===== src/hdl/modbus_defines.svh =====
// shared constants of the modbus rtu slave link
`ifndef MODBUS_DEFINES_SVH
`define MODBUS_DEFINES_SVH

// ----------------------------------------------------------------------
// register port
// ----------------------------------------------------------------------
`define MB_REG_CTRL      4'h0
`define MB_REG_ADDR      4'h1
`define MB_REG_STAT      4'h2
`define MB_REG_MASK      4'h3
`define MB_REG_HIDX      4'h4
`define MB_REG_HDAT      4'h5
`define MB_REG_INFO      4'h6
// ctrl fields: enable, fast rate, parity (2 bits), two stop bits
`define MB_CTRL_EN       0
`define MB_CTRL_FAST     1
`define MB_CTRL_PAR_LO   2
`define MB_CTRL_PAR_HI   3
`define MB_CTRL_STOP2    4
`define MB_CTRL_RST      5'h0b
`define MB_ADDR_RST      8'h01
// status bits
`define MB_ST_DONE       0
`define MB_ST_CRC        1
`define MB_ST_FRM        2
`define MB_ST_REJ        3
// parity codes
`define MB_PAR_NONE      2'h0
`define MB_PAR_ODD       2'h1
// ----------------------------------------------------------------------
// frame and crc
// ----------------------------------------------------------------------
`define MB_CRC_INIT      16'hffff
`define MB_CRC_POLY      16'ha001
`define MB_CRC_RESIDUE   16'h0000
`define MB_CRC_STEPS     8
`define MB_FUNC_READ_HOLD 8'h03
`define MB_QUERY_LEN     4'h8
`define MB_POS_ADDR      7'h0
`define MB_POS_FUNC      7'h1
`define MB_POS_CNT       7'h2
`define MB_HDR_LEN       7'h3
`define MB_OVH_LEN       7'h5
`define MB_CRC_LEN       7'h2
// ----------------------------------------------------------------------
// timing
// ----------------------------------------------------------------------
`define MB_CLK_HZ        250000000
`define MB_BAUD_LO       19200
`define MB_BAUD_HI       38400
// 3.5 characters of 11 bits, rounded up
`define MB_GAP_BITS      6'h27

`endif


===== src/hdl/modbus_pkg.sv =====
// state types of the modbus rtu slave link
package modbus_pkg;
  typedef enum logic [1:0] {ST_COLLECT, ST_EVAL, ST_SEND} link_state_t;
  typedef enum logic [2:0] {RX_IDLE, RX_START, RX_DATA, RX_PAR, RX_STOP} rx_state_t;
  typedef enum logic [2:0] {TX_IDLE, TX_START, TX_DATA, TX_PAR, TX_STOP} tx_state_t;
endpackage


===== src/hdl/modbus_crc16.sv =====
// one byte step of the modbus crc-16
`timescale 1ns/1ps
`default_nettype none
`include "modbus_defines.svh"
module modbus_crc16 (
  input  wire logic [15:0] i_crc,
  input  wire logic [7:0]  i_byte,
  output logic      [15:0] o_crc
);
  function automatic logic [15:0] crc_byte(input logic [15:0] c, input logic [7:0] b);
    logic [15:0] r;
    r = c ^ {8'h00, b};
    for (int i = 0; i < `MB_CRC_STEPS; i++) begin
      r = r[0] ? ((r >> 1) ^ `MB_CRC_POLY) : (r >> 1);
    end
    return r;
  endfunction

  assign o_crc = crc_byte(i_crc, i_byte);
endmodule // modbus_crc16
`default_nettype wire


===== src/hdl/modbus_uart.sv =====
// half duplex character engine with frame gap detection
`timescale 1ns/1ps
`default_nettype none
`include "modbus_defines.svh"
module modbus_uart (
  input  wire logic        i_clk,
  input  wire logic        i_rst_n,
  input  wire logic [15:0] i_div,
  input  wire logic [1:0]  i_par,
  input  wire logic        i_two_stop,
  input  wire logic        i_rxd,
  input  wire logic        i_tx_valid,
  input  wire logic [7:0]  i_tx_data,
  output logic             o_rx_valid,
  output logic      [7:0]  o_rx_data,
  output logic             o_rx_err,
  output logic             o_rx_gap,
  output logic             o_tx_ready,
  output logic             o_txd,
  output logic             o_tx_en
);
  modbus_pkg::rx_state_t rx_st_q;
  modbus_pkg::tx_state_t tx_st_q;
  logic [15:0] rx_cnt_q, gap_cnt_q, tx_cnt_q;
  logic [2:0]  rx_bit_q, tx_bit_q;
  logic        rx_perr_q, gap_arm_q, tx_pb_q, tx_stop2_q;
  logic [5:0]  gap_bits_q;
  logic [7:0]  tx_sh_q;

  wire logic rx_tick  = (rx_cnt_q == 16'h0);
  wire logic tx_tick  = (tx_cnt_q == 16'h0);
  wire logic gap_tick = (gap_cnt_q == i_div - 16'h1);
  wire logic par_on   = (i_par != `MB_PAR_NONE);

  function automatic logic par_bit(input logic [7:0] d, input logic [1:0] p);
    return (p == `MB_PAR_ODD) ? ~^d : ^d;
  endfunction

  assign o_tx_ready = (tx_st_q == modbus_pkg::TX_IDLE);

  // ----------------------------------------------------------------------
  // receiver, samples at mid bit
  // ----------------------------------------------------------------------
  always_ff @(posedge i_clk or negedge i_rst_n) begin
    if (!i_rst_n) begin
      rx_st_q    <= modbus_pkg::RX_IDLE;
      rx_cnt_q   <= 16'h0;
      rx_bit_q   <= 3'h0;
      rx_perr_q  <= 1'b0;
      o_rx_data  <= 8'h00;
      o_rx_valid <= 1'b0;
      o_rx_err   <= 1'b0;
    end else begin
      o_rx_valid <= 1'b0;
      rx_cnt_q   <= rx_tick ? i_div - 16'h1 : rx_cnt_q - 16'h1;
      case (rx_st_q)
        modbus_pkg::RX_IDLE: begin
          rx_cnt_q <= i_div >> 1;
          if (!i_rxd) rx_st_q <= modbus_pkg::RX_START;
        end
        modbus_pkg::RX_START: if (rx_tick) begin
          rx_st_q <= i_rxd ? modbus_pkg::RX_IDLE : modbus_pkg::RX_DATA;
        end
        modbus_pkg::RX_DATA: if (rx_tick) begin
          o_rx_data <= {i_rxd, o_rx_data[7:1]};
          rx_bit_q  <= rx_bit_q + 3'h1;
          if (rx_bit_q == 3'h7) rx_st_q <= par_on ? modbus_pkg::RX_PAR : modbus_pkg::RX_STOP;
        end
        modbus_pkg::RX_PAR: if (rx_tick) begin
          rx_perr_q <= (i_rxd != par_bit(o_rx_data, i_par));
          rx_st_q   <= modbus_pkg::RX_STOP;
        end
        modbus_pkg::RX_STOP: if (rx_tick) begin
          o_rx_valid <= 1'b1;
          o_rx_err   <= !i_rxd || rx_perr_q;
          rx_perr_q  <= 1'b0;
          rx_st_q    <= modbus_pkg::RX_IDLE;
        end
        default: rx_st_q <= modbus_pkg::RX_IDLE;
      endcase
    end
  end

  // silence after a character ends the frame
  always_ff @(posedge i_clk or negedge i_rst_n) begin
    if (!i_rst_n) begin
      gap_arm_q  <= 1'b0;
      gap_cnt_q  <= 16'h0;
      gap_bits_q <= 6'h0;
      o_rx_gap   <= 1'b0;
    end else begin
      o_rx_gap <= 1'b0;
      if (o_rx_valid) gap_arm_q <= 1'b1;
      if (rx_st_q != modbus_pkg::RX_IDLE) begin
        gap_cnt_q  <= 16'h0;
        gap_bits_q <= 6'h0;
      end else if (gap_arm_q) begin
        gap_cnt_q <= gap_tick ? 16'h0 : gap_cnt_q + 16'h1;
        if (gap_tick) gap_bits_q <= gap_bits_q + 6'h1;
        if (gap_bits_q == `MB_GAP_BITS) begin
          o_rx_gap  <= 1'b1;
          gap_arm_q <= 1'b0;
        end
      end
    end
  end

  // ----------------------------------------------------------------------
  // transmitter, drives the line only while a character is out
  // ----------------------------------------------------------------------
  always_ff @(posedge i_clk or negedge i_rst_n) begin
    if (!i_rst_n) begin
      tx_st_q    <= modbus_pkg::TX_IDLE;
      tx_cnt_q   <= 16'h0;
      tx_bit_q   <= 3'h0;
      tx_sh_q    <= 8'h00;
      tx_pb_q    <= 1'b0;
      tx_stop2_q <= 1'b0;
      o_txd      <= 1'b1;
      o_tx_en    <= 1'b0;
    end else begin
      tx_cnt_q <= tx_tick ? i_div - 16'h1 : tx_cnt_q - 16'h1;
      case (tx_st_q)
        modbus_pkg::TX_IDLE: begin
          tx_cnt_q <= i_div - 16'h1;
          if (i_tx_valid) begin
            tx_sh_q <= i_tx_data;
            tx_pb_q <= par_bit(i_tx_data, i_par);
            o_txd   <= 1'b0;
            o_tx_en <= 1'b1;
            tx_st_q <= modbus_pkg::TX_START;
          end
        end
        modbus_pkg::TX_START: if (tx_tick) begin
          o_txd    <= tx_sh_q[0];
          tx_bit_q <= 3'h0;
          tx_st_q  <= modbus_pkg::TX_DATA;
        end
        modbus_pkg::TX_DATA: if (tx_tick) begin
          tx_sh_q  <= tx_sh_q >> 1;
          tx_bit_q <= tx_bit_q + 3'h1;
          o_txd    <= tx_sh_q[1];
          if (tx_bit_q == 3'h7) begin
            o_txd      <= par_on ? tx_pb_q : 1'b1;
            tx_stop2_q <= i_two_stop;
            tx_st_q    <= par_on ? modbus_pkg::TX_PAR : modbus_pkg::TX_STOP;
          end
        end
        modbus_pkg::TX_PAR: if (tx_tick) begin
          o_txd   <= 1'b1;
          tx_st_q <= modbus_pkg::TX_STOP;
        end
        modbus_pkg::TX_STOP: if (tx_tick) begin
          tx_stop2_q <= 1'b0;
          if (!tx_stop2_q) begin
            o_tx_en <= 1'b0;
            tx_st_q <= modbus_pkg::TX_IDLE;
          end
        end
        default: tx_st_q <= modbus_pkg::TX_IDLE;
      endcase
    end
  end
endmodule // modbus_uart
`default_nettype wire


===== src/hdl/modbus_rtu_slave_link.sv =====
// modbus rtu slave link: framing, crc check and function 03 replies
//
// Design decisions made here: strobed register access and the register offsets.
`timescale 1ns/1ps
`default_nettype none
`include "modbus_defines.svh"
module modbus_rtu_slave_link #(
  parameter int unsigned HOLD_DEPTH = 32,
  parameter int unsigned IDX_W      = 5,
  parameter logic [15:0] DIV_LO     = 16'(`MB_CLK_HZ / `MB_BAUD_LO),
  parameter logic [15:0] DIV_HI     = 16'(`MB_CLK_HZ / `MB_BAUD_HI)
) (
  input  wire logic        i_clk,
  input  wire logic        i_rst_n,
  input  wire logic [3:0]  i_addr,
  input  wire logic [15:0] i_wdata,
  input  wire logic        i_wr,
  input  wire logic        i_rd,
  output logic      [15:0] o_rdata,
  output logic             o_irq,
  input  wire logic        i_rxd,
  output logic             o_txd,
  output logic             o_tx_en
);

  // ----------------------------------------------------------------------
  // declarations
  // ----------------------------------------------------------------------
  modbus_pkg::link_state_t st_q, st_d;
  logic [4:0]       ctrl_q;
  logic [7:0]       slave_q;
  logic [3:0]       stat_q, mask_q, stat_set, stat_d;
  logic [IDX_W-1:0] hidx_q;
  logic [15:0]      hold_q [HOLD_DEPTH];
  logic [7:0]       buf_q [8];
  logic [7:0]       last_q, prev_q;
  logic [3:0]       nbytes_q;
  logic             bad_q;
  logic [15:0]      crc_q, crc_p1_q, crc_p2_q, rx_crc_nxt;
  logic [6:0]       idx_q, len_q;
  logic [15:0]      start_q, tx_crc_q, tx_crc_nxt;
  logic             rx_valid, rx_err, rx_gap, tx_ready;
  logic [7:0]       rx_data;
  logic             tx_valid;
  logic [7:0]       tx_byte;

  // ----------------------------------------------------------------------
  // register port decode
  // ----------------------------------------------------------------------
  wire logic wr_ctrl = i_wr && (i_addr == `MB_REG_CTRL);
  wire logic wr_addr = i_wr && (i_addr == `MB_REG_ADDR);
  wire logic wr_mask = i_wr && (i_addr == `MB_REG_MASK);
  wire logic wr_hidx = i_wr && (i_addr == `MB_REG_HIDX);
  wire logic wr_hdat = i_wr && (i_addr == `MB_REG_HDAT);
  wire logic rd_stat = i_rd && (i_addr == `MB_REG_STAT);

  wire logic [15:0] rd_mux =
    !i_rd                     ? 16'h0000 :
    (i_addr == `MB_REG_CTRL)  ? 16'(ctrl_q) :
    (i_addr == `MB_REG_ADDR)  ? 16'(slave_q) :
    (i_addr == `MB_REG_STAT)  ? 16'(stat_q) :
    (i_addr == `MB_REG_MASK)  ? 16'(mask_q) :
    (i_addr == `MB_REG_HIDX)  ? 16'(hidx_q) :
    (i_addr == `MB_REG_HDAT)  ? hold_q[hidx_q] :
    (i_addr == `MB_REG_INFO)  ? 16'({st_q, nbytes_q}) :
                                16'h0000;

  // ----------------------------------------------------------------------
  // character engine and crc units
  // ----------------------------------------------------------------------
  wire logic [15:0] div = ctrl_q[`MB_CTRL_FAST] ? DIV_HI : DIV_LO;

  modbus_uart u_uart (
    .i_clk      (i_clk),
    .i_rst_n    (i_rst_n),
    .i_div      (div),
    .i_par      (ctrl_q[`MB_CTRL_PAR_HI:`MB_CTRL_PAR_LO]),
    .i_two_stop (ctrl_q[`MB_CTRL_STOP2]),
    .i_rxd      (i_rxd),
    .i_tx_valid (tx_valid),
    .i_tx_data  (tx_byte),
    .o_rx_valid (rx_valid),
    .o_rx_data  (rx_data),
    .o_rx_err   (rx_err),
    .o_rx_gap   (rx_gap),
    .o_tx_ready (tx_ready),
    .o_txd      (o_txd),
    .o_tx_en    (o_tx_en)
  );

  modbus_crc16 u_rx_crc (
    .i_crc  (crc_q),
    .i_byte (rx_data),
    .o_crc  (rx_crc_nxt)
  );

  modbus_crc16 u_tx_crc (
    .i_crc  (tx_crc_q),
    .i_byte (tx_byte),
    .o_crc  (tx_crc_nxt)
  );

  // ----------------------------------------------------------------------
  // query checks
  // ----------------------------------------------------------------------
  wire logic [15:0] q_start = {buf_q[2], buf_q[3]};
  wire logic [15:0] q_qty   = {buf_q[4], buf_q[5]};
  wire logic [16:0] q_end   = 17'(q_start) + 17'(q_qty);

  // check field arrives low byte first
  wire logic crc_ok   = (crc_p2_q == {last_q, prev_q}) && (nbytes_q > 4'h2);
  wire logic addr_ok  = (buf_q[0] == slave_q);
  wire logic func_ok  = (buf_q[1] == `MB_FUNC_READ_HOLD)
                        && (nbytes_q == `MB_QUERY_LEN);
  wire logic range_ok = (q_qty != 16'h0) && (q_end <= 17'(HOLD_DEPTH));
  wire logic eval_en  = (st_q == modbus_pkg::ST_EVAL) && ctrl_q[`MB_CTRL_EN];
  // foreign address and bad crc end silently: no reply at all
  wire logic accept   = eval_en && !bad_q && crc_ok && addr_ok
                        && func_ok && range_ok;

  assign stat_set[`MB_ST_DONE] = (st_q == modbus_pkg::ST_SEND)
                                 && (st_d == modbus_pkg::ST_COLLECT);
  assign stat_set[`MB_ST_CRC]  = eval_en && !bad_q && !crc_ok;
  assign stat_set[`MB_ST_FRM]  = eval_en && bad_q;
  assign stat_set[`MB_ST_REJ]  = eval_en && !bad_q && crc_ok && addr_ok
                                 && !(func_ok && range_ok);
  // set wins over the read clear
  assign stat_d = (stat_q & ~(rd_stat ? 4'hf : 4'h0)) | stat_set;

  // ----------------------------------------------------------------------
  // reply byte selection
  // ----------------------------------------------------------------------
  wire logic [6:0]       dpos     = idx_q - `MB_HDR_LEN;
  wire logic [IDX_W-1:0] widx     = IDX_W'(start_q) + IDX_W'(dpos >> 1);
  wire logic [15:0]      word     = hold_q[widx];
  wire logic [7:0]       cnt_byte = 8'(len_q - `MB_OVH_LEN);
  wire logic             in_data  = idx_q < (len_q - `MB_CRC_LEN);

  // address, function, count, data high first, crc low first
  assign tx_byte = (idx_q == `MB_POS_ADDR)             ? slave_q :
                   (idx_q == `MB_POS_FUNC)             ? `MB_FUNC_READ_HOLD :
                   (idx_q == `MB_POS_CNT)              ? cnt_byte :
                   in_data                             ? (dpos[0] ? word[7:0] : word[15:8]) :
                   (idx_q == len_q - `MB_CRC_LEN)      ? tx_crc_q[7:0] :
                                                         tx_crc_q[15:8];
  assign tx_valid = (st_q == modbus_pkg::ST_SEND) && tx_ready && (idx_q != len_q);

  // ----------------------------------------------------------------------
  // link state machine
  // ----------------------------------------------------------------------
  always_comb begin
    st_d = st_q;
    case (st_q)
      modbus_pkg::ST_COLLECT: if (rx_gap && nbytes_q != 4'h0) st_d = modbus_pkg::ST_EVAL;
      modbus_pkg::ST_EVAL:    st_d = accept ? modbus_pkg::ST_SEND : modbus_pkg::ST_COLLECT;
      modbus_pkg::ST_SEND:    if (tx_ready && idx_q == len_q) st_d = modbus_pkg::ST_COLLECT;
      default:                st_d = modbus_pkg::ST_COLLECT;
    endcase
  end

  always_ff @(posedge i_clk or negedge i_rst_n) begin
    if (!i_rst_n) st_q <= modbus_pkg::ST_COLLECT;
    else st_q <= st_d;
  end

  // ----------------------------------------------------------------------
  // frame collection; bytes heard while replying are our own echo
  // ----------------------------------------------------------------------
  wire logic rx_take = rx_valid && (st_q == modbus_pkg::ST_COLLECT);

  always_ff @(posedge i_clk) begin
    if (rx_take && nbytes_q < `MB_QUERY_LEN) buf_q[nbytes_q[2:0]] <= rx_data;
  end

  always_ff @(posedge i_clk or negedge i_rst_n) begin
    if (!i_rst_n) begin
      nbytes_q <= 4'h0;
      bad_q    <= 1'b0;
      last_q   <= 8'h00;
      prev_q   <= 8'h00;
      crc_q    <= `MB_CRC_INIT;
      crc_p1_q <= `MB_CRC_INIT;
      crc_p2_q <= `MB_CRC_INIT;
    end else if (st_q == modbus_pkg::ST_EVAL) begin
      nbytes_q <= 4'h0;
      bad_q    <= 1'b0;
      crc_q    <= `MB_CRC_INIT;
      crc_p1_q <= `MB_CRC_INIT;
      crc_p2_q <= `MB_CRC_INIT;
    end else if (rx_take) begin
      // saturates one past a query so longer frames never match
      if (nbytes_q <= `MB_QUERY_LEN) nbytes_q <= nbytes_q + 4'h1;
      bad_q    <= bad_q | rx_err;
      prev_q   <= last_q;
      last_q   <= rx_data;
      crc_q    <= rx_crc_nxt;
      crc_p1_q <= crc_q;
      crc_p2_q <= crc_p1_q;
    end
  end

  // ----------------------------------------------------------------------
  // reply sequencing
  // ----------------------------------------------------------------------
  always_ff @(posedge i_clk or negedge i_rst_n) begin
    if (!i_rst_n) begin
      idx_q    <= 7'h0;
      len_q    <= 7'h0;
      start_q  <= 16'h0;
      tx_crc_q <= `MB_CRC_INIT;
    end else if (st_q == modbus_pkg::ST_EVAL) begin
      idx_q    <= 7'h0;
      len_q    <= `MB_OVH_LEN + {q_qty[5:0], 1'b0};
      start_q  <= q_start;
      tx_crc_q <= `MB_CRC_INIT;
    end else if (tx_valid) begin
      idx_q <= idx_q + 7'h1;
      if (in_data) tx_crc_q <= tx_crc_nxt;
    end
  end

  // ----------------------------------------------------------------------
  // registers and interrupt
  // ----------------------------------------------------------------------
  always_ff @(posedge i_clk) begin
    if (wr_hdat) hold_q[hidx_q] <= i_wdata;
  end

  always_ff @(posedge i_clk or negedge i_rst_n) begin
    if (!i_rst_n) begin
      ctrl_q  <= `MB_CTRL_RST;
      slave_q <= `MB_ADDR_RST;
      mask_q  <= 4'h0;
      hidx_q  <= '0;
      stat_q  <= 4'h0;
      o_rdata <= 16'h0000;
      o_irq   <= 1'b0;
    end else begin
      if (wr_ctrl) ctrl_q <= i_wdata[4:0];
      if (wr_addr) slave_q <= i_wdata[7:0];
      if (wr_mask) mask_q <= i_wdata[3:0];
      if (wr_hidx) hidx_q <= i_wdata[IDX_W-1:0];
      else if (wr_hdat) hidx_q <= hidx_q + IDX_W'(1);
      stat_q  <= stat_d;
      o_rdata <= rd_mux;
      o_irq   <= |(stat_d & mask_q);
    end
  end

  wire logic go_send = (st_q == modbus_pkg::ST_EVAL) && (st_d == modbus_pkg::ST_SEND);
endmodule // modbus_rtu_slave_link
`default_nettype wire


===== config.mk =====
export PLATFORM = sky130hd
export DESIGN_NAME = modbus_rtu_slave_link
export DESIGN_NICKNAME = d
export VERILOG_FILES = /design/src/hdl/modbus_pkg.sv /design/src/hdl/modbus_crc16.sv /design/src/hdl/modbus_uart.sv /design/src/hdl/modbus_rtu_slave_link.sv
export VERILOG_INCLUDE_DIRS = /design/src /design/src/hdl
export SDC_FILE = /design/constraint.sdc
export NUM_CORES = 1
export LEC_CHECK = 0
export BUFFER_PORTS_ARGS = -buffer_cell sky130_fd_sc_hd__buf_4
export CORE_MARGIN = 10
export CORE_UTILIZATION = 40
export DETAILED_ROUTE_END_ITERATION = 10
export PLACE_DENSITY = 0.65
export SLEW_MARGIN = 5
export SYNTH_ARGS = -nofsm -noshare
export SYNTH_HDL_FRONTEND = slang
export SYNTH_SLANG_ARGS = --single-unit

===== constraint.sdc =====
create_clock -name i_clk -period 8 [get_ports i_clk]
set_clock_uncertainty 0.15 [all_clocks]
set_input_delay 0 -clock i_clk [delete_from_list [all_inputs] [get_ports i_clk]]
set_output_delay 0 -clock i_clk [all_outputs]
set_load 0.01 [all_outputs]

=== Word-level counts from Yosys, hierarchy flattened ===
Memory sizes are Yosys's and may differ from the RTL's.
Index checks and enable logic that the tools add are counted.
W data, S select, Z words.

* Input port bits: 25
* Bits in writable memories: 576
* Memories: 2
* Word-level logic and storage cells: 325
* Register bits after elaboration: 240
* Output and inout port bits: 19

* Reduce and logical (&&, ||, !) cells: 76
* $lt $le $gt $ge: 5
* Mux-type cells: 120
* Bitwise logic cells: 24
* Add/subtract/negate cells: 16
* Equal/unequal tests: 44

{| class="wikitable"
|+ Memories
! name !! depth !! bits a word !! rd ports !! clocked after memory_dff !! write ports !! line !! source
|-
| hold_q || 32 || 16 || 2 || 0 || 1 || modbus_rtu_slave_link.sv:34 || <nowiki>logic [15:0] hold_q [HOLD_DEPTH];</nowiki>
|-
| buf_q || 8 || 8 || 6 || 0 || 1 || modbus_rtu_slave_link.sv:35 || <nowiki>logic [7:0] buf_q [8];</nowiki>
|}

{| class="wikitable"
|+ Operator list
! kind !! number
|-
| $mux W16 || 39
|-
| $mux W8 || 8
|-
| $mux W3 || 16
|-
| $not A2 Y3 || 16
|-
| $eq A16 B16 Y1 || 2
|-
| $logic_not A16 Y1 || 2
|-
| $sub A16 B1 Y16 const B || 2
|-
| $xor A16 B8 Y16 || 2
|-
| $mux W1 || 31
|-
| $pmux W3 S5 || 2
|-
| $logic_and A1 B1 Y1 || 26
|-
| $reduce_bool A2 Y1 || 13
|-
| $mux W6 || 4
|-
| $ne A2 B1 Y1 const B || 11
|-
| $add A16 B16 Y17 || 1
|-
| $le A17 B6 Y1 const B || 1
|-
| $add A16 B1 Y16 const B || 1
|-
| $mux W4 || 4
|-
| $pmux W8 S2 || 1
|-
| $reduce_bool A16 Y1 || 1
|-
| $reduce_xnor A8 Y1 || 2
|-
| $reduce_xor A8 Y1 || 2
|-
| $sub A14 B1 Y15 const B || 1
|-
| $eq A7 B7 Y1 || 2
|-
| other kinds (59) || 95
|}

=== Longest topological paths before layout ===
An unclocked memory read counts as a cell.

* Depth after elaboration: 28
* Gate-level depth with buffers: 21

=== Cells and area by module ===
A second synthesis with hierarchy kept.

* Cells, all modules: 2715
* Area, all modules: 39669.3 um^2

{| class="wikitable"
|+ Modules (own cells, without submodules)
! module !! instances !! area each (um^2) !! cells an instance
|-
| modbus_rtu_slave_link || 1 || 33447.1 || 2040
|-
| modbus_uart || 1 || 5671.7 || 619
|-
| modbus_crc16 || 2 || 275.3 || 28
|}

=== Worst setup path after synthesis ===
OpenSTA, ideal clock, no wires.

* Path kind: register to register
* From: register idx_q[0]
* To: register tx_crc_q[0]
* Required time: 7.777 ns
* Cell stages (with the launch flop): 21
* Data arrival time: 5.348 ns
* Setup time: 0.073 ns
* Slack: 2.429 ns
* Cells stage by stage: dfrtp_1 -> clkbuf_1 -> inv_1 -> ha_1 -> ha_1 -> inv_1 -> fa_1 -> buf_4 -> buf_2 -> buf_2 -> clkbuf_1 -> buf_2 -> mux4_2 -> mux4_2 -> mux4_2 -> o21ai_0 -> o22ai_1 -> xnor2_1 -> xnor2_1 -> xnor3_1 -> a21oi_1

* Cells in the longest elaborated chain, start to end: 21
* Elaborated cells between the ends (all ways): 38
* Classes of those cells: 2 x add/sub; 1 x order compare; 4 x eq/ne; 17 x mux; 8 x bitwise; 5 x reduce/logical; 1 x memory

{| class="wikitable"
|+ Ends and longest elaborated chain
! element !! line !! source
|-
| start: declaration || modbus_rtu_slave_link.sv:40 || <nowiki>logic [6:0] idx_q, len_q;</nowiki>
|-
| start signal: assignment || modbus_rtu_slave_link.sv:217 || <nowiki>idx_q <= idx_q + 7'h1;</nowiki>
|-
| $sub A6 B2 Y6 (no source line) || -- ||
|-
| $add A5 B5 Y5 || modbus_rtu_slave_link.sv:134 || <nowiki>wire logic [IDX_W-1:0] widx = IDX_W'(start_q) + IDX_W'(dpos >> 1);</nowiki>
|-
| $mem_v2 Z32 W16 || -- ||
|-
| $mux W8 (2 in series) || modbus_rtu_slave_link.sv:143 || <nowiki>in_data ? (dpos[0] ? word[7:0] : word[15:8]) :</nowiki>
|-
| $mux W8 || modbus_rtu_slave_link.sv:142 || <nowiki>(idx_q == `MB_POS_CNT) ? cnt_byte :</nowiki>
|-
| $mux W8 || modbus_rtu_slave_link.sv:141 || <nowiki>(idx_q == `MB_POS_FUNC) ? `MB_FUNC_READ_HOLD :</nowiki>
|-
| $mux W8 || modbus_rtu_slave_link.sv:140 || <nowiki>assign tx_byte = (idx_q == `MB_POS_ADDR) ? slave_q :</nowiki>
|-
| $xor A16 B8 Y16 || modbus_crc16.sv:12 || <nowiki>r = c ^ {8'h00, b};</nowiki>
|-
| $mux W16 or $not A2 Y3 (tied branches) (6 in series) || -- ||
|-
| $not A2 Y3 (no source line) or $mux W16 (tied branches) || -- ||
|-
| $mux W16 (2 in series) || modbus_crc16.sv:14 || <nowiki>r = r[0] ? ((r >> 1) ^ `MB_CRC_POLY) : (r >> 1);</nowiki>
|-
| $mux W16 || modbus_rtu_slave_link.sv:218 || <nowiki>if (in_data) tx_crc_q <= tx_crc_nxt;</nowiki>
|-
| $mux W16 || modbus_rtu_slave_link.sv:216 || <nowiki>end else if (tx_valid) begin</nowiki>
|-
| $mux W16 || modbus_rtu_slave_link.sv:211 || <nowiki>end else if (st_q == modbus_pkg::ST_EVAL) begin</nowiki>
|-
| end signal: assignment || modbus_rtu_slave_link.sv:210 || <nowiki>tx_crc_q <= `MB_CRC_INIT;</nowiki>
|-
| end signal: assignment || modbus_rtu_slave_link.sv:215 || <nowiki>tx_crc_q <= `MB_CRC_INIT;</nowiki>
|-
| end signal: assignment || modbus_rtu_slave_link.sv:218 ||
|-
| end: declaration || modbus_rtu_slave_link.sv:41 || <nowiki>logic [15:0] start_q, tx_crc_q, tx_crc_nxt;</nowiki>
|}

Parallel ways exist; a longest one is shown, timed or not. The select of a mux whose other input is x is not followed.
A chain may end at the register's enable or synchronous reset.

=== Worst setup path in the final report ===
Same ends and word-level chain as after synthesis.

==> summary.txt <==
Critical path
  – Cell-by-cell listing of the critical path: inv_1, ha_1, ha_4, inv_1, fa_4, buf_4, mux4_2, mux4_2, a22oi_1, a21o_1, a41o_2, xor2_2, xnor3_2, xnor2_4, xnor3_1, a21oi_1
  – Worst r2r src: idx_q[0]
  – Cells on worst reg2reg path: 16
  – Crit path arrival time: about 7300 ps
  – Crit path max-delay cell type: fa_4
  – Highest cell delay on the worst timing path: between 1000 and 1500 ps
  – Launching element of the worst setup path: idx_q[0]
  – Category of the worst setup path capture point: register
  – Number of buffers and inverters on the critical path: 3
  – Crit path kind: reg -> reg
  – Top Family by Delay on Critical Path: adder cells
  – Critical Path Fanout Max: between 40 and 50
  – Required time worst endpoint: between 8000 and 9000 ps
  – Startpoint Class: register
  – Number of stages on the worst setup path: 16

Clocking
  – Clock-pin transition on the worst setup and hold timing paths: approximately 60 ps
  – Count of H-tree levels built during CTS: 3
  – CTS max path bufs: 3
  – CTS tree: done
  – Total CTS buffers: between 80 and 90
  – TritonCTS sink count: approximately 800
  – Clock root buffer master: clkbuf_16
  – Worst-skew pair later-pin latency: ~660 ps

Timing
  – Worst Max-Slew Pin Slew: approximately 1300 ps
  – Maximum frequency from static timing analysis: around 0.14 GHz
  – Setup violations, final: 0
  – Final clock period utilization by the worst path: 0.863
  – RSZ-0062 raised after global routing: no
  – Number of slew-limit violations in the final report: 0
  – Relative slew slack: 0.153
  – Total Neg Setup Slack: 0 ps
  – Hold violation total from the final report: 0
  – Min Clock Period, post-route: around 6900 ps

Logic synthesis
  – Cell accounting for the most synthesized area: edfxtp_1
  – Yosys warning total: 0
  – Syn_nets: 2611
  – Area share of the largest cell type after synthesis: 0.441
  – Synth async-reset ratio: 0.291
  – Distinct cell type count of the synthesized netlist: between 80 and 90
  – Total standard cell area after synthesis: around 38000 um^2
  – Sequential element share of the synthesized area: 0.594
  – Average cell area after synthesis: ~15 um^2
  – Top flip-flop cell by instance count after synthesis: edfxtp_1
  – Number of synthesized flops with an enable pin: 560
  – #FFs+latches synth: 790
  – Leading cell types by total area after synthesis: edfxtp_1 (44%), mux4_2 (16%), dfrtp_1 (11%)
  – Post-Syn Instances: ~2500

Route
  – Ratio of routed vias to standard cells: just over 6
  – Average detailed-routed wire length per instance: roughly 27 um
  – Detailed router's first-iteration violation count: between 2000 and 3000
  – Count of antenna-violating nets left after detailed routing: 0
  – Drc violations: 0
  – Router iterations before antenna repair: 5
  – Total number of vias: ~24000
  – Detailed-route wire length: 106000 um

Global routing
  – Wire length of the first global-routing pass: 158000 um
  – Global-route total usage across every layer: 0.194
  – Initial antenna violation count: 4
  – Vias in the first global route: around 24000
  – Total gr overflow: 0
  – Maximum number of pins on one net before global-route repair: 117

Outcome
  – Status: completed

Layout
  – Final nets: approximately 2700
  – Share of the core filled with cells in the final layout: 0.453
  – Area added between synthesis and finish: 12.7%
  – Ratio of cells with drive above 1 in the final layout: 0.243

Worst hold path
  – Worst Hold Launch: i_rxd
  – Worst hold path depth: 3
  – HP Class: in -> reg

Place
  – Post-DP HPWL: 63200 um
  – Port buffer count: between 40 and 50
  – Weighted congestion reported at the end of routability-driven placement: around 0.85

Power and ir drop
  – Pwr dens: 234 nW/um^2
  – Largest vdd supply drop: ~0.00019 V
  – LEAKAGE: between 10 and 15 nW

Floorplan
  – Number of placement rows: ~110
  – Initial cell density of the core: 0.402
  – DIE WIDTH: 329 um
  – Y dimension of the die: about 330 um
  – Die Footprint: 108000 um^2
  – IO Count: between 40 and 50
  – Placeable core region: 94900 um^2

Run
  – Max-cap check violation count: 0
stage by stage:
stage | power [mW] | hold WS [ps] | cell area [um^2] | worst slack, ps | std cells
5_1_grt | 10.4 | 53.7 | 43000 | 848 | 3912
3_5_place_dp | 6.31 | 42.0 | 40000 | 1240 | 3723
3_3_place_gp | 6.28 | 27.7 | 40000 | 1350 | 3723
6_report | 10.1 | 41.1 | 43000 | 1100 | 3914
4_1_cts | 10.1 | 3.53 | 43000 | 1180 | 3912
2_1_floorplan | 5.77 | -446 | 38100 | 2430 | 2531
cells in the final DEF, fill, tap and decap left out, types with 33 or more instances in the layout:
| master | instances |
|---|---|
| clkbuf_16 | 83 |
| ha_1 | 52 |
| mux2_2 | 40 |
| inv_1 | 41 |
| xor2_1 | 65 |
| dfstp_2 | 59 |
| nor2_4 | 33 |
| nor2_1 | 110 |
| edfxtp_1 | 560 |
| buf_4 | 78 |
| a21oi_1 | 90 |
| o21ai_0 | 94 |
| nand2_1 | 236 |
| dlygate4sd3_1 | 35 |
| nand3_1 | 48 |
| xnor2_1 | 86 |
| mux4_2 | 277 |
| nor3_1 | 46 |
| mux2i_1 | 40 |
| dfrtp_1 | 169 |
tightest hold or removal path, cell delays in order:
cell and delay, ps:
dlygate4sd3_1 520, buf_4 140, mux2_2 140
cell type report:
type / count / area [um^2]
Fill cell: 8100 / 51900
Sequential cell: 790 / 22700
Multi-Input combinational cell: 1544 / 14900
Clock buffer: 109 / 2210
Tap cell: 1265 / 1580
Timing Repair Buffer: 119 / 1060
Clock inverter: 44 / 423
Inverter: 41 / 154
Antenna cell: 2 / 5.00
cells by family after synthesis:
kind of cell	Yosys count	share of synthesized area
DFF	790	0.594
muxes	362	0.189
buffers and inverters	197	0.0239
and+or+nand+nor	612	0.0749
adders and majority gates	55	0.0184
AOI/OAI and AO/OA	355	0.0603
xor gates and xnor gates	160	0.0395
path summary, 6_finish.rpt:
path	endpoint	slack (ps)
max reg2reg	tx_crc_q[0]	1100
max in group asynchronous	o_rdata[14]	5540
max	tx_crc_q[0]	1100
min reg2reg	crc_q[5]	310
min in group asynchronous	o_rdata[8]	340
min	u_uart.o_rx_data[7]	40
what timing repair did:
action	in CTS	in global routing
resized for setup	0	0
hold endpoints to repair	677	0
setup endpoints to repair	0	0
setup buffers	0	0
hold buffers	36	0
sequential cells by signal (all words and copies together), names as in the netlist, 6 cells and up:
register	cells
crc_p1_q	11
u_uart.o_rx_data	8
buf_q	48
last_q	8
u_uart.gap_bits_q	6
u_uart.tx_cnt_q	16
u_uart.rx_cnt_q	16
tx_crc_q	16
slave_q	8
u_uart.tx_sh_q	8
crc_p2_q	11
len_q	7
o_rdata	16
idx_q	7
u_uart.gap_cnt_q	16
crc_q	16
hold_q	512
prev_q	8
synthesized netlist by cell type (all sizes together), types with 12 or more instances:
cell      n
a22o     15
mux4    282
o21ai    96
clkbuf   96
mux2     40
mux2i    40
xnor2    89
dfstp    59
dfrtp   171
nand2   236
ha       53
a21oi    91
a22oi    19
inv      41
buf      60
a221oi   19
a32oi    23
edfxtp  560
nor2    145
nor3     48
nand4    16
nor4     25
nor2b    17
a31oi    17
xor2     66
or3      12
nand3    48
per-layer routing:
metal	global-route usage	vias up	part of all wire
li1	-	10000	-
met1	0.265	12400	0.40
met2	0.298	1396	0.46
met3	0.0544	209	0.11
met4	0.0575	6	0.030
met5	0	-	0.00049
report_power, final:
group	switching (mW)	leakage, nW	internal [mW]
registers	0.187	7.83	4.48
logic	0.887	5.53	0.711
clock network	1.64	1.28	2.16
total	2.72	14.6	7.35
No activity file was read; power rests on OpenSTA's default activity.
